[config.mk]
export PLATFORM = sky130hd
export DESIGN_NAME = vdma_engine
export DESIGN_NICKNAME = d
export VERILOG_FILES = /design/src/hw/vdma_pkg.sv /design/src/hw/vdma_bus_if.sv /design/src/hw/vdma_mem_port.sv /design/src/hw/vdma_engine.sv
export SDC_FILE = /design/constraint.sdc
export NUM_CORES = 2
export LEC_CHECK = 0
export BUFFER_PORTS_ARGS = -buffer_cell sky130_fd_sc_hd__buf_2
export CORE_ASPECT_RATIO = 1.5
export CORE_MARGIN = 3
export CORE_UTILIZATION = 43
export DETAILED_ROUTE_END_ITERATION = 10
export MAX_ROUTING_LAYER = met4
export SKIP_LAST_GASP = 1
export SLEW_MARGIN = 20
export SYNTH_ARGS = -nofsm -noshare
export SYNTH_HDL_FRONTEND = slang
export SYNTH_SLANG_ARGS = --single-unit
[constraint.sdc]
create_clock -name sys_clk_in -period 9.45 [get_ports sys_clk_in]
set_clock_uncertainty 0.1 [all_clocks]
set_input_delay 0.4725 -clock sys_clk_in [delete_from_list [all_inputs] [get_ports sys_clk_in]]
set_output_delay 0.4725 -clock sys_clk_in [all_outputs]
set_load 0.01 [all_outputs]
[src/hw/vdma_pkg.sv]
// Behaviour
// - Level-7 request launches engine when routed; code also needs fast irq select clear
// - Routed level-7 requests never reach CPU; code forwards them when fast irq select set
// - Launch ignores CPU enable flag and level
// - Higher-priority events serviced before transfer starts
// - Increment by one or two, else fixed
// - Addresses in low region or high region
// - 16-bit at top byte also touches zero
// - Single mode: one transfer per trigger
// - Burst mode: transfer until counter exhausted
// - Multiple mode: one transfer per address pair
// - Chained mode uses linked descriptor next
// - Completion interrupt when counter reaches zero
// - Descriptor is RAM table, 12 to 60 bytes
// - Descriptor fields in fixed order, needed only
// - Mode word and counter two bytes each
// - Immediate source ignores upper two bytes
// - Calculation adds source and operand, writes sum
// - Chain base gives next descriptor address
// - Handler address taken from completion vector field
// - Multiple mode: up to seven pairs, plain
// - Descriptor address read from peripheral vector
// - Counter decrements; zero counter means no transfer
// - Chained end rewrites vector with chain base
// - Pair count 001b to 111b, never zero
// - Past low region top, access high region
package vdma_pkg;

    // ****************************************************************
    // Mode word fields
    // ****************************************************************
    localparam int MW_SIZE16  = 0;
    localparam int MW_IMM_N   = 1;
    localparam int MW_UPDS    = 2;
    localparam int MW_UPDD    = 3;
    localparam int MW_OPER    = 4;
    localparam int MW_BRST    = 5;
    localparam int MW_INTE    = 6;
    localparam int MW_CHAIN   = 7;
    localparam int MW_MULT    = 8;
    localparam int MW_CNT_LSB = 9;

    // ****************************************************************
    // Addresses and constants
    // ****************************************************************
    localparam logic [2:0]  LEVEL_DMA     = 3'h7;
    localparam logic [31:0] LOW_TOP       = 32'h01ffffff;
    localparam logic [31:0] HIGH_BASE     = 32'hfe000000;
    localparam logic [31:0] ADDR_TOP      = 32'hffffffff;
    localparam logic [31:0] ADDR_ZERO     = 32'h00000000;
    localparam logic [31:0] LOW_END_PLUS  = 32'h02000000;
    localparam logic [15:0] COUNT_ZERO    = 16'h0000;
    localparam logic [5:0]  OFS_COUNT     = 6'h02;
    localparam logic [5:0]  OFS_SRC       = 6'h04;
    localparam logic [31:0] VEC_STEP      = 32'h00000004;
    localparam logic [2:0]  PAIRS_MIN     = 3'h1;

    typedef enum logic [3:0] {
        VDMA_IDLE, VDMA_VEC, VDMA_FETCH, VDMA_RD, VDMA_OPRD, VDMA_WR,
        VDMA_WRAP, VDMA_NEXT, VDMA_WB, VDMA_DONE
    } vdma_state_e;

endpackage

[src/hw/vdma_bus_if.sv]
`timescale 1ns/100ps
// Shared memory-port signals between engine core and bus adapter.
interface vdma_bus_if;
    logic        req;
    logic        we;
    logic        wide;
    logic [31:0] addr;
    logic [15:0] wdata;
    logic        ack;
    logic [15:0] rdata;
    modport core (output req, we, wide, addr, wdata, input ack, rdata);
    modport port (input req, we, wide, addr, wdata, output ack, rdata);
endinterface

[src/hw/vdma_mem_port.sv]
`timescale 1ns/100ps
// Registers one access onto the system bus and returns the answer.
module vdma_mem_port
    import vdma_pkg::*;
(
    input  wire logic   sys_clk_in,     // Clock
    input  wire logic   resetn_in,      // Async reset, low
    vdma_bus_if.port    bus,            // Engine side
    output logic        mreq_out,       // Bus request
    output logic        mwe_out,        // Write strobe
    output logic        mwide_out,      // 16-bit access
    output logic [31:0] maddr_out,      // Address
    output logic [15:0] mwdata_out,     // Write data
    input  wire logic   mack_in,        // Bus done
    input  wire logic [15:0] mrdata_in  // Read data
);
    logic busy_q;

    assign bus.ack   = busy_q & mack_in;
    assign bus.rdata = mrdata_in;

    always_ff @(posedge sys_clk_in or negedge resetn_in) begin
        if (!resetn_in) begin
            busy_q     <= 1'b0;
            mreq_out   <= 1'b0;
            mwe_out    <= 1'b0;
            mwide_out  <= 1'b0;
            maddr_out  <= 32'h0;
            mwdata_out <= 16'h0;
        end else if (busy_q) begin
            if (mack_in) begin
                busy_q   <= 1'b0;
                mreq_out <= 1'b0;
            end
        end else if (bus.req) begin
            busy_q     <= 1'b1;
            mreq_out   <= 1'b1;
            mwe_out    <= bus.we;
            mwide_out  <= bus.wide;
            maddr_out  <= bus.addr;
            mwdata_out <= bus.wdata;
        end
    end
endmodule // vdma_mem_port

[src/hw/vdma_engine.sv]
`timescale 1ns/100ps
module vdma_engine
    import vdma_pkg::*;
(
    input  wire logic        sys_clk_in,           // Clock, 200 MHz
    input  wire logic        resetn_in,            // Async reset, low
    input  wire logic        irq_valid_in,         // Peripheral request pulse
    input  wire logic [2:0]  irq_priority_field_in,// Request level
    input  wire logic [7:0]  irq_vector_in,        // Vector number
    input  wire logic [31:0] vector_base_in,       // Relocatable table base
    input  wire logic        level7_dma_route_in,  // Route level 7 to engine
    input  wire logic        fast_irq_select_in,   // Level 7 is fast irq
    input  wire logic        hi_prio_busy_in,      // Higher event sequence running
    output logic             irq_to_cpu_out,       // Forwarded request pulse
    output logic [7:0]       irq_to_cpu_vec_out,   // Forwarded vector
    output logic             busy_out,             // Engine active
    output logic             done_irq_out,         // Completion request pulse
    output logic [31:0]      done_vector_out,      // Handler address
    output logic             mreq_out,             // Bus request
    output logic             mwe_out,              // Bus write
    output logic             mwide_out,            // 16-bit access
    output logic [31:0]      maddr_out,            // Bus address
    output logic [15:0]      mwdata_out,           // Bus write data
    input  wire logic        mack_in,              // Bus done
    input  wire logic [15:0] mrdata_in             // Bus read data
);

    // ****************************************************************
    // Helpers
    // ****************************************************************
    // Low-region addresses past the top are steered to the high region.
    function automatic logic [31:0] phys(input logic [31:0] a);
        phys = (a > LOW_TOP && a < HIGH_BASE) ? (a - LOW_END_PLUS + HIGH_BASE) : a;
    endfunction

    function automatic logic [31:0] step(input logic [31:0] a, input logic w);
        step = a + (w ? 32'h2 : 32'h1);
    endfunction

    vdma_bus_if bus();

    vdma_mem_port u_port (
        .sys_clk_in (sys_clk_in),
        .resetn_in  (resetn_in),
        .bus        (bus),
        .mreq_out   (mreq_out),
        .mwe_out    (mwe_out),
        .mwide_out  (mwide_out),
        .maddr_out  (maddr_out),
        .mwdata_out (mwdata_out),
        .mack_in    (mack_in),
        .mrdata_in  (mrdata_in)
    );

    vdma_state_e state_q;
    logic [7:0]  vec_q;
    logic [31:0] vaddr_q;
    logic [31:0] base_q;
    logic [15:0] desc_q [0:29];
    logic [4:0]  fidx_q;
    logic [4:0]  flen_q;
    logic [15:0] mode_q;
    logic [15:0] cnt_q;
    logic [31:0] src_q;
    logic [31:0] opa_q;
    logic [31:0] dst_q;
    logic [15:0] data_q;
    logic [15:0] opd_q;
    logic [2:0]  pair_q;
    logic        wrap_q;
    logic        pend_q;
    logic [7:0]  pvec_q;
    logic        issued_q;

    // The word arriving on the bus this cycle is not yet in the table, so take it directly.
    function automatic logic [15:0] fresh(input logic [4:0] i);
        fresh = (i == fidx_q) ? bus.rdata : desc_q[i];
    endfunction

    // ****************************************************************
    // Decode
    // ****************************************************************
    wire trig_hit   = irq_valid_in && irq_priority_field_in == LEVEL_DMA
                      && level7_dma_route_in && !fast_irq_select_in;
    wire wide       = mode_q[MW_SIZE16];
    wire imm        = !mode_q[MW_IMM_N];
    wire multi      = mode_q[MW_MULT];
    wire oper       = mode_q[MW_OPER] && !multi;
    wire chain      = mode_q[MW_CHAIN] && !multi;
    wire inte       = mode_q[MW_INTE] && !multi;
    wire brst       = mode_q[MW_BRST] && !multi;
    wire [2:0] npair = mode_q[MW_CNT_LSB +: 3];
    // Field layout: mode, count, src, [opa], dst, [chain], [vector].
    wire [4:0] w_dst   = oper ? 5'd6 : 5'd4;
    wire [4:0] w_chain = w_dst + 5'd2;
    wire [4:0] w_iv    = chain ? w_chain + 5'd2 : w_chain;
    wire [4:0] flen_hdr = 5'd2;
    wire [4:0] flen_all = multi ? 5'd2 + {npair, 2'b00}
                        : w_iv + (inte ? 5'd2 : 5'd0);
    wire [4:0] pw      = {pair_q - PAIRS_MIN, 2'b00} + 5'd2;
    wire [31:0] cur_src = multi ? {desc_q[pw+1], desc_q[pw]} : src_q;
    wire [31:0] cur_dst = multi ? {desc_q[pw+3], desc_q[pw+2]} : dst_q;
    wire [15:0] imm_val = wide ? src_q[15:0] : {8'h00, src_q[7:0]};
    wire [15:0] sum_val = data_q + opd_q;
    wire [15:0] out_val = oper ? sum_val : data_q;
    wire top_hit    = wide && (phys(cur_dst) == ADDR_TOP);
    wire last_pair  = pair_q == npair;
    wire cnt_next_z = cnt_q == 16'h0001;
    wire launch_ok  = state_q == VDMA_IDLE && !hi_prio_busy_in;
    // Write-back skips the operand field, so destination words land at their own slot.
    wire [4:0] wb_idx = fidx_q >= 5'd4 ? fidx_q - 5'd4 + w_dst : fidx_q;

    // ****************************************************************
    // Bus request steering
    // ****************************************************************
    logic        rq;
    logic        rwe;
    logic        rwide;
    logic [31:0] raddr;
    logic [15:0] rwd;
    always_comb begin
        rq    = !issued_q;
        rwe   = 1'b0;
        rwide = 1'b1;
        raddr = ADDR_ZERO;
        rwd   = 16'h0;
        case (state_q)
            VDMA_VEC:   raddr = vaddr_q;
            VDMA_FETCH: raddr = base_q + {26'h0, fidx_q, 1'b0};
            VDMA_RD: begin
                rwide = wide;
                raddr = phys(cur_src);
                if (imm && !multi)
                    rq = 1'b0;
            end
            VDMA_OPRD: begin
                rwide = wide;
                raddr = phys(opa_q);
            end
            VDMA_WR: begin
                rwe   = 1'b1;
                rwide = wide && !top_hit;
                raddr = phys(cur_dst);
                rwd   = out_val;
            end
            VDMA_WRAP: begin
                rwe   = 1'b1;
                rwide = 1'b0;
                raddr = ADDR_ZERO;
                rwd   = {8'h00, out_val[15:8]};
            end
            VDMA_WB: begin
                rwe   = 1'b1;
                raddr = wrap_q ? vaddr_q + {30'h0, fidx_q[0], 1'b0}
                               : base_q + {26'h0, wb_idx, 1'b0};
                rwd   = fidx_q == 5'd1 ? cnt_q
                      : fidx_q == 5'd2 ? src_q[15:0]
                      : fidx_q == 5'd3 ? src_q[31:16]
                      : fidx_q == 5'd4 ? dst_q[15:0] : dst_q[31:16];
                if (wrap_q)
                    rwd = fidx_q[0] ? desc_q[w_chain+1] : desc_q[w_chain];
            end
            default: rq = 1'b0;
        endcase
    end
    assign bus.req   = rq;
    assign bus.we    = rwe;
    assign bus.wide  = rwide;
    assign bus.addr  = raddr;
    assign bus.wdata = rwd;

    // ****************************************************************
    // Request front end
    // ****************************************************************
    // A second trigger while busy is held once; repeats merge into it.
    always_ff @(posedge sys_clk_in or negedge resetn_in) begin
        if (!resetn_in) begin
            pend_q             <= 1'b0;
            pvec_q             <= 8'h00;
            irq_to_cpu_out     <= 1'b0;
            irq_to_cpu_vec_out <= 8'h00;
        end else begin
            irq_to_cpu_out     <= irq_valid_in && !trig_hit;
            irq_to_cpu_vec_out <= irq_vector_in;
            if (trig_hit && !launch_ok) begin
                pend_q <= 1'b1;
                pvec_q <= irq_vector_in;
            end else if (launch_ok) begin
                pend_q <= 1'b0;
            end
        end
    end

    // ****************************************************************
    // Transfer sequencer
    // ****************************************************************
    always_ff @(posedge sys_clk_in or negedge resetn_in) begin
        if (!resetn_in) begin
            state_q         <= VDMA_IDLE;
            vec_q           <= 8'h00;
            vaddr_q         <= 32'h0;
            base_q          <= 32'h0;
            fidx_q          <= 5'd0;
            flen_q          <= 5'd0;
            mode_q          <= 16'h0;
            cnt_q           <= 16'h0;
            src_q           <= 32'h0;
            opa_q           <= 32'h0;
            dst_q           <= 32'h0;
            data_q          <= 16'h0;
            opd_q           <= 16'h0;
            pair_q          <= 3'h1;
            wrap_q          <= 1'b0;
            issued_q        <= 1'b0;
            busy_out        <= 1'b0;
            done_irq_out    <= 1'b0;
            done_vector_out <= 32'h0;
        end else begin
            done_irq_out <= 1'b0;
            if (bus.ack)
                issued_q <= 1'b0;
            else if (rq)
                issued_q <= 1'b1;
            case (state_q)
                VDMA_IDLE: begin
                    busy_out <= 1'b0;
                    if ((pend_q || trig_hit) && !hi_prio_busy_in) begin
                        vec_q    <= trig_hit ? irq_vector_in : pvec_q;
                        vaddr_q  <= vector_base_in
                                  + {22'h0, (trig_hit ? irq_vector_in : pvec_q), 2'b00};
                        fidx_q   <= 5'd0;
                        busy_out <= 1'b1;
                        state_q  <= VDMA_VEC;
                    end
                end
                VDMA_VEC: if (bus.ack) begin
                    if (fidx_q == 5'd0) begin
                        base_q[15:0] <= bus.rdata;
                        fidx_q       <= 5'd1;
                        vaddr_q      <= vaddr_q + 32'h2;
                    end else begin
                        base_q[31:16] <= bus.rdata;
                        vaddr_q       <= vaddr_q - 32'h2;
                        fidx_q        <= 5'd0;
                        flen_q        <= flen_hdr;
                        state_q       <= VDMA_FETCH;
                    end
                end
                VDMA_FETCH: if (bus.ack) begin
                    desc_q[fidx_q] <= bus.rdata;
                    if (fidx_q == 5'd0) begin
                        mode_q <= bus.rdata;
                        flen_q <= 5'd2;
                    end
                    if (fidx_q == 5'd1) begin
                        cnt_q  <= bus.rdata;
                        flen_q <= flen_all;
                    end
                    if (fidx_q + 5'd1 >= flen_q && fidx_q != 5'd0) begin
                        src_q <= {fresh(5'd3), fresh(5'd2)};
                        opa_q <= {fresh(5'd5), fresh(5'd4)};
                        dst_q <= {fresh(w_dst + 5'd1), fresh(w_dst)};
                        if (fidx_q == 5'd1) begin
                            src_q <= 32'h0;
                        end
                        pair_q <= PAIRS_MIN;
                        if (cnt_q == COUNT_ZERO && fidx_q != 5'd1)
                            state_q <= VDMA_DONE;
                        else if (fidx_q != 5'd1 || flen_all == 5'd2)
                            state_q <= VDMA_RD;
                        fidx_q <= fidx_q + 5'd1;
                    end else begin
                        fidx_q <= fidx_q + 5'd1;
                    end
                    if (fidx_q == 5'd1 && bus.rdata == COUNT_ZERO)
                        state_q <= VDMA_DONE;
                end
                VDMA_RD: begin
                    if (imm && !multi) begin
                        data_q  <= imm_val;
                        state_q <= oper ? VDMA_OPRD : VDMA_WR;
                    end else if (bus.ack) begin
                        data_q  <= wide ? bus.rdata : {8'h00, bus.rdata[7:0]};
                        state_q <= oper ? VDMA_OPRD : VDMA_WR;
                    end
                end
                VDMA_OPRD: if (bus.ack) begin
                    opd_q   <= wide ? bus.rdata : {8'h00, bus.rdata[7:0]};
                    state_q <= VDMA_WR;
                end
                VDMA_WR: if (bus.ack) begin
                    state_q <= top_hit ? VDMA_WRAP : VDMA_NEXT;
                end
                VDMA_WRAP: if (bus.ack) state_q <= VDMA_NEXT;
                VDMA_NEXT: begin
                    if (multi) begin
                        pair_q  <= pair_q + 3'h1;
                        state_q <= last_pair ? VDMA_WB : VDMA_RD;
                        if (last_pair) cnt_q <= cnt_q - 16'h1;
                        fidx_q  <= 5'd1;
                    end else begin
                        cnt_q <= cnt_q - 16'h1;
                        if (mode_q[MW_UPDS] && !imm) begin
                            src_q <= step(src_q, wide);
                            if (oper) opa_q <= step(opa_q, wide);
                        end
                        if (mode_q[MW_UPDD]) dst_q <= step(dst_q, wide);
                        fidx_q  <= 5'd1;
                        state_q <= (brst && !cnt_next_z) ? VDMA_RD : VDMA_WB;
                    end
                    wrap_q <= 1'b0;
                end
                VDMA_WB: if (bus.ack) begin
                    if (wrap_q) begin
                        fidx_q <= fidx_q + 5'd1;
                        if (fidx_q[0]) state_q <= VDMA_DONE;
                    end else if (fidx_q == 5'd5 || multi) begin
                        if (chain && cnt_q == COUNT_ZERO) begin
                            wrap_q <= 1'b1;
                            fidx_q <= 5'd0;
                        end else begin
                            state_q <= VDMA_DONE;
                        end
                    end else begin
                        fidx_q <= (fidx_q == 5'd3 && oper) ? 5'd4 : fidx_q + 5'd1;
                    end
                end
                VDMA_DONE: begin
                    if (inte && cnt_q == COUNT_ZERO && flen_q > 5'd2) begin
                        done_irq_out    <= 1'b1;
                        done_vector_out <= {desc_q[w_iv+1], desc_q[w_iv]};
                    end
                    wrap_q  <= 1'b0;
                    state_q <= VDMA_IDLE;
                end
                default: state_q <= VDMA_IDLE;
            endcase
        end
    end
endmodule // vdma_engine

==> impl_metrics.json <==
{
  "outcome": "finished, final reports clean",
  "fmax_mhz": 161,
  "hold_viol": 0,
  "tns_ps": 0,
  "globalRouteTotalUtil_pct": 35.4,
  "setup_violations": 0,
  "cpMostUsedCell": "o21ai_1",
  "synth.area.top_cells": "edfxtp_1 (31%), dfrtp_1 (19%), mux4_2 (5.3%)",
  "synth_async_sr_flop_share_pct": 41.6,
  "die_height_um": 406,
  "crit_path_max_incr_delay_ps": 1120,
  "drt-pass1-iter-count": 8,
  "tritoncts_num_sinks": 822,
  "fp.dieW_um": 273,
  "worstHoldPathType": "input pin to register",
  "synth_top_flop_cell": "edfxtp_1",
  "die_area_mm2": 0.111,
  "drtIter0Drc": 4981,
  "area_growth_pct": 11.3,
  "flip_flop_and_latch_count_after_synthesis": 822,
  "post-route-drc-count": 0,
  "rsz_0062_raised_after_global_routing": "no",
  "worst-path-max-fanout": 104,
  "grt_max_degree": 116,
  "final_common_cell": "nand2_1",
  "grt_remaining_overflow": 0,
  "p_total_mw": 14.7,
  "wl_per_cell_um": 32.2,
  "report.final.slew_viol_count": 0,
  "cp-start-kind": "register",
  "cts_root_buf": "clkbuf_16",
  "design.portCount": 160,
  "layout_common_cells": "nand2_1 (600), edfxtp_1 (480), nor2_1 (386)",
  "layout_worst_path_cycle_share_pct": 65.7,
  "mappedNetlistArea_mm2": 0.0460,
  "synth.avg_cell_area_um2": 10.5,
  "clock_latency_ps": 710,
  "cts_htree_levels": 3,
  "numPortBuffers": 159,
  "synth_cells": 4392,
  "grt_pass1_wl_um": 272000,
  "floorplan.rows": 146,
  "synth_edf_count": 480,
  "cts-resized-gates": 0,
  "grt_antenna_before_repair": 14,
  "maxCapViolCount": 0,
  "critPathCaptureType": "register",
  "coreArea_mm2": 0.106,
  "cpLargestDelayFamily": "simple AND/OR/NAND/NOR gates",
  "critical_path_required_ps": 9900,
  "totalWireLength_um": 192000,
  "static-leakage-power_nw": 20.2,
  "yosysWarningCount": 0,
  "detail-route-antenna-nets": 0,
  "via_count": 38400,
  "power_density_over_the_cells_mw_per_mm2": 288,
  "most_area_hungry_cell_type_in_the_yosys_netlist": "edfxtp_1",
  "ctsLongestPathBuffers": 3,
  "worstPathCellList": "inv_1, ha_4, buf_12, nor2_1, a211o_1, a31o_2, nor4_1, nand4b_1, nor4_2, o21ai_1, and3_1, a2111oi_2, o21ai_1",
  "layout-drive-gt1-share_pct": 15.0,
  "ys_types": 82,
  "cts.clk_slew.worst_paths_ps": 70,
  "synth_top_cell_area_share_pct": 31.4,
  "vdd_drop_max_uv": 316,
  "cts_inserted_buffers": 84,
  "crit_buf_inv": 2,
  "ys_seq_area_share_pct": 50.0,
  "grt_pass1_vias": 36700,
  "hpwl_um": 136000,
  "critical_path.slowest_cell": "dfstp_4",
  "slew_headroom_pct": 22.7,
  "tightestPinTransition_ps": 1150,
  "final_nets": 4635,
  "cts_tree": "done",
  "vias_per_cell": 6.45,
  "synth_fp_nets": 4561,
  "fin_crit_ps": 6200,
  "globalplace.congestion": 1.08,
  "worstPathArrival_ps": 6660,
  "critPathKind": "register to register",
  "floorplan.initialDensity_pct": 43.5
}
==> cell families after synthesis <==
| family | after synthesis | share of synthesized area [%] |
|---|---|---|
| simple gates | 1498 | 14.5 |
| fa+ha+maj | 103 | 2.93 |
| flops | 822 | 50.0 |
| xor+xnor | 156 | 3.01 |
| compound gates | 1107 | 15.2 |
| buf+inv | 389 | 3.78 |
| mux | 317 | 10.6 |
==> stage by stage <==
| stage | std cells | util, % | hold slack (ps) | setup WS, ps | area (um2) |
|---|---|---|---|---|---|
| finish | 5955 | 48.4 | 15.4 | 3250 | 51200 |
| global route | 5953 | 48.4 | 33.0 | 3060 | 51200 |
| CTS | 5941 | 48.3 | 11.3 | 3340 | 51100 |
| detailed placement | 5769 | 45.5 | 336 | 3370 | 48200 |
| global placement | 5768 | 45.5 | 341 | 3390 | 48100 |
| floorplan | 4392 | - | 76.9 | 4480 | 46000 |
==> cells in the mapped netlist (25+ instances only) <==
cell	number
a211o_1	25
a211oi_1	34
a21o_1	33
a21oi_1	311
a221oi_1	27
a22oi_1	25
a31oi_1	80
and3_1	48
buf_1	30
clkbuf_1	224
dfrtp_1	341
edfxtp_1	480
ha_1	95
inv_1	86
mux2_2	105
mux2i_1	91
mux4_2	108
nand2_1	601
nand3_1	177
nand4_1	30
nor2_1	389
nor2b_1	41
nor3_1	66
o211ai_1	45
o21ai_0	276
o22ai_1	40
o31ai_1	26
xnor2_1	91
xor2_1	64
==> timing repair <==
item | in CTS | in global routing
endpoints found under the hold margin | 68 | 0
hold buffers | 16 | 0
setup buffers | 0 | 0
==> worst register-to-register path, cell delays in order, from the launching register on <==
cell and delay [ps]:
dfstp_4 1120, inv_1 220, ha_4 770, buf_12 570, nor2_1 260, a211o_1 300, a31o_2 250, nor4_1 780
nand4b_1 210, nor4_2 730, o21ai_1 90, and3_1 210, a2111oi_2 360, o21ai_1 100
==> flip-flops by register name (all words and copies together) (netlist names), 3 cells and up <==
register / cells
fidx_q: 5
u_port.mwdata_out: 16
irq_to_cpu_vec_out: 8
src_q: 32
desc_q: 480
u_port.maddr_out: 32
pair_q: 3
done_vector_out: 32
data_q: 16
state_q: 4
mode_q: 12
opa_q: 32
vaddr_q: 32
opd_q: 16
base_q: 32
flen_q: 4
dst_q: 32
pvec_q: 8
cnt_q: 16
==> power breakdown <==
group	switching (mW)	internal (mW)	total, mW
Sequential	0.927	4.28	5.21
Combinational	3.89	2.14	6.03
Clock	1.55	1.92	3.47
Total	6.37	8.35	14.7
==> final cells by class <==
class	instances	area, um2
diodes	13	32.5
clock buffers	115	2340
clock inverters	41	469
fillers	9742	54600
inverters	87	327
multi-input cells	3181	21400
flip-flops and latches	822	23000
well taps	1406	1760
repair buffers	290	1890
==> worst paths after layout <==
| path | from | end | slack, ps | cells after the start |
|---|---|---|---|---|
| hold reg to reg | u_port.maddr_out[3]$_DFFE_PN0P_ | u_port.maddr_out[3]$_DFFE_PN0P_ | 370 | 2 |
| hold / removal | mrdata_in[1] | desc_q[21][1]$_DFFE_PP_ | 20 | 1 |
| min in group asynchronous | resetn_in | pair_q[1]$_DFFE_PN0P_ | 180 | 2 |
| setup reg to reg | pair_q[0]$_DFFE_PN1P_ | u_port.maddr_out[31]$_DFFE_PN0P_ | 3250 | 13 |
| setup / recovery | pair_q[0]$_DFFE_PN1P_ | u_port.maddr_out[31]$_DFFE_PN0P_ | 3250 | 13 |
| max in group asynchronous | resetn_in | vaddr_q[12]$_DFFE_PN0P_ | 7090 | 4 |
==> metal layers <==
| layer | GRT usage (%) | share of wire, % | wire, um | up-vias |
|---|---|---|---|---|
| met2 | 54.5 | 46 | 88600 | 2308 |
| li1 | - | - | - | 16500 |
| met4 | 27.7 | 9.6 | 18500 | 0 |
| met1 | 40.5 | 35 | 67300 | 18900 |
| met5 | - | 0 | 0 | - |
| met3 | 6.99 | 9.1 | 17400 | 624 |
No activity file was read; power rests on OpenSTA's default activity.
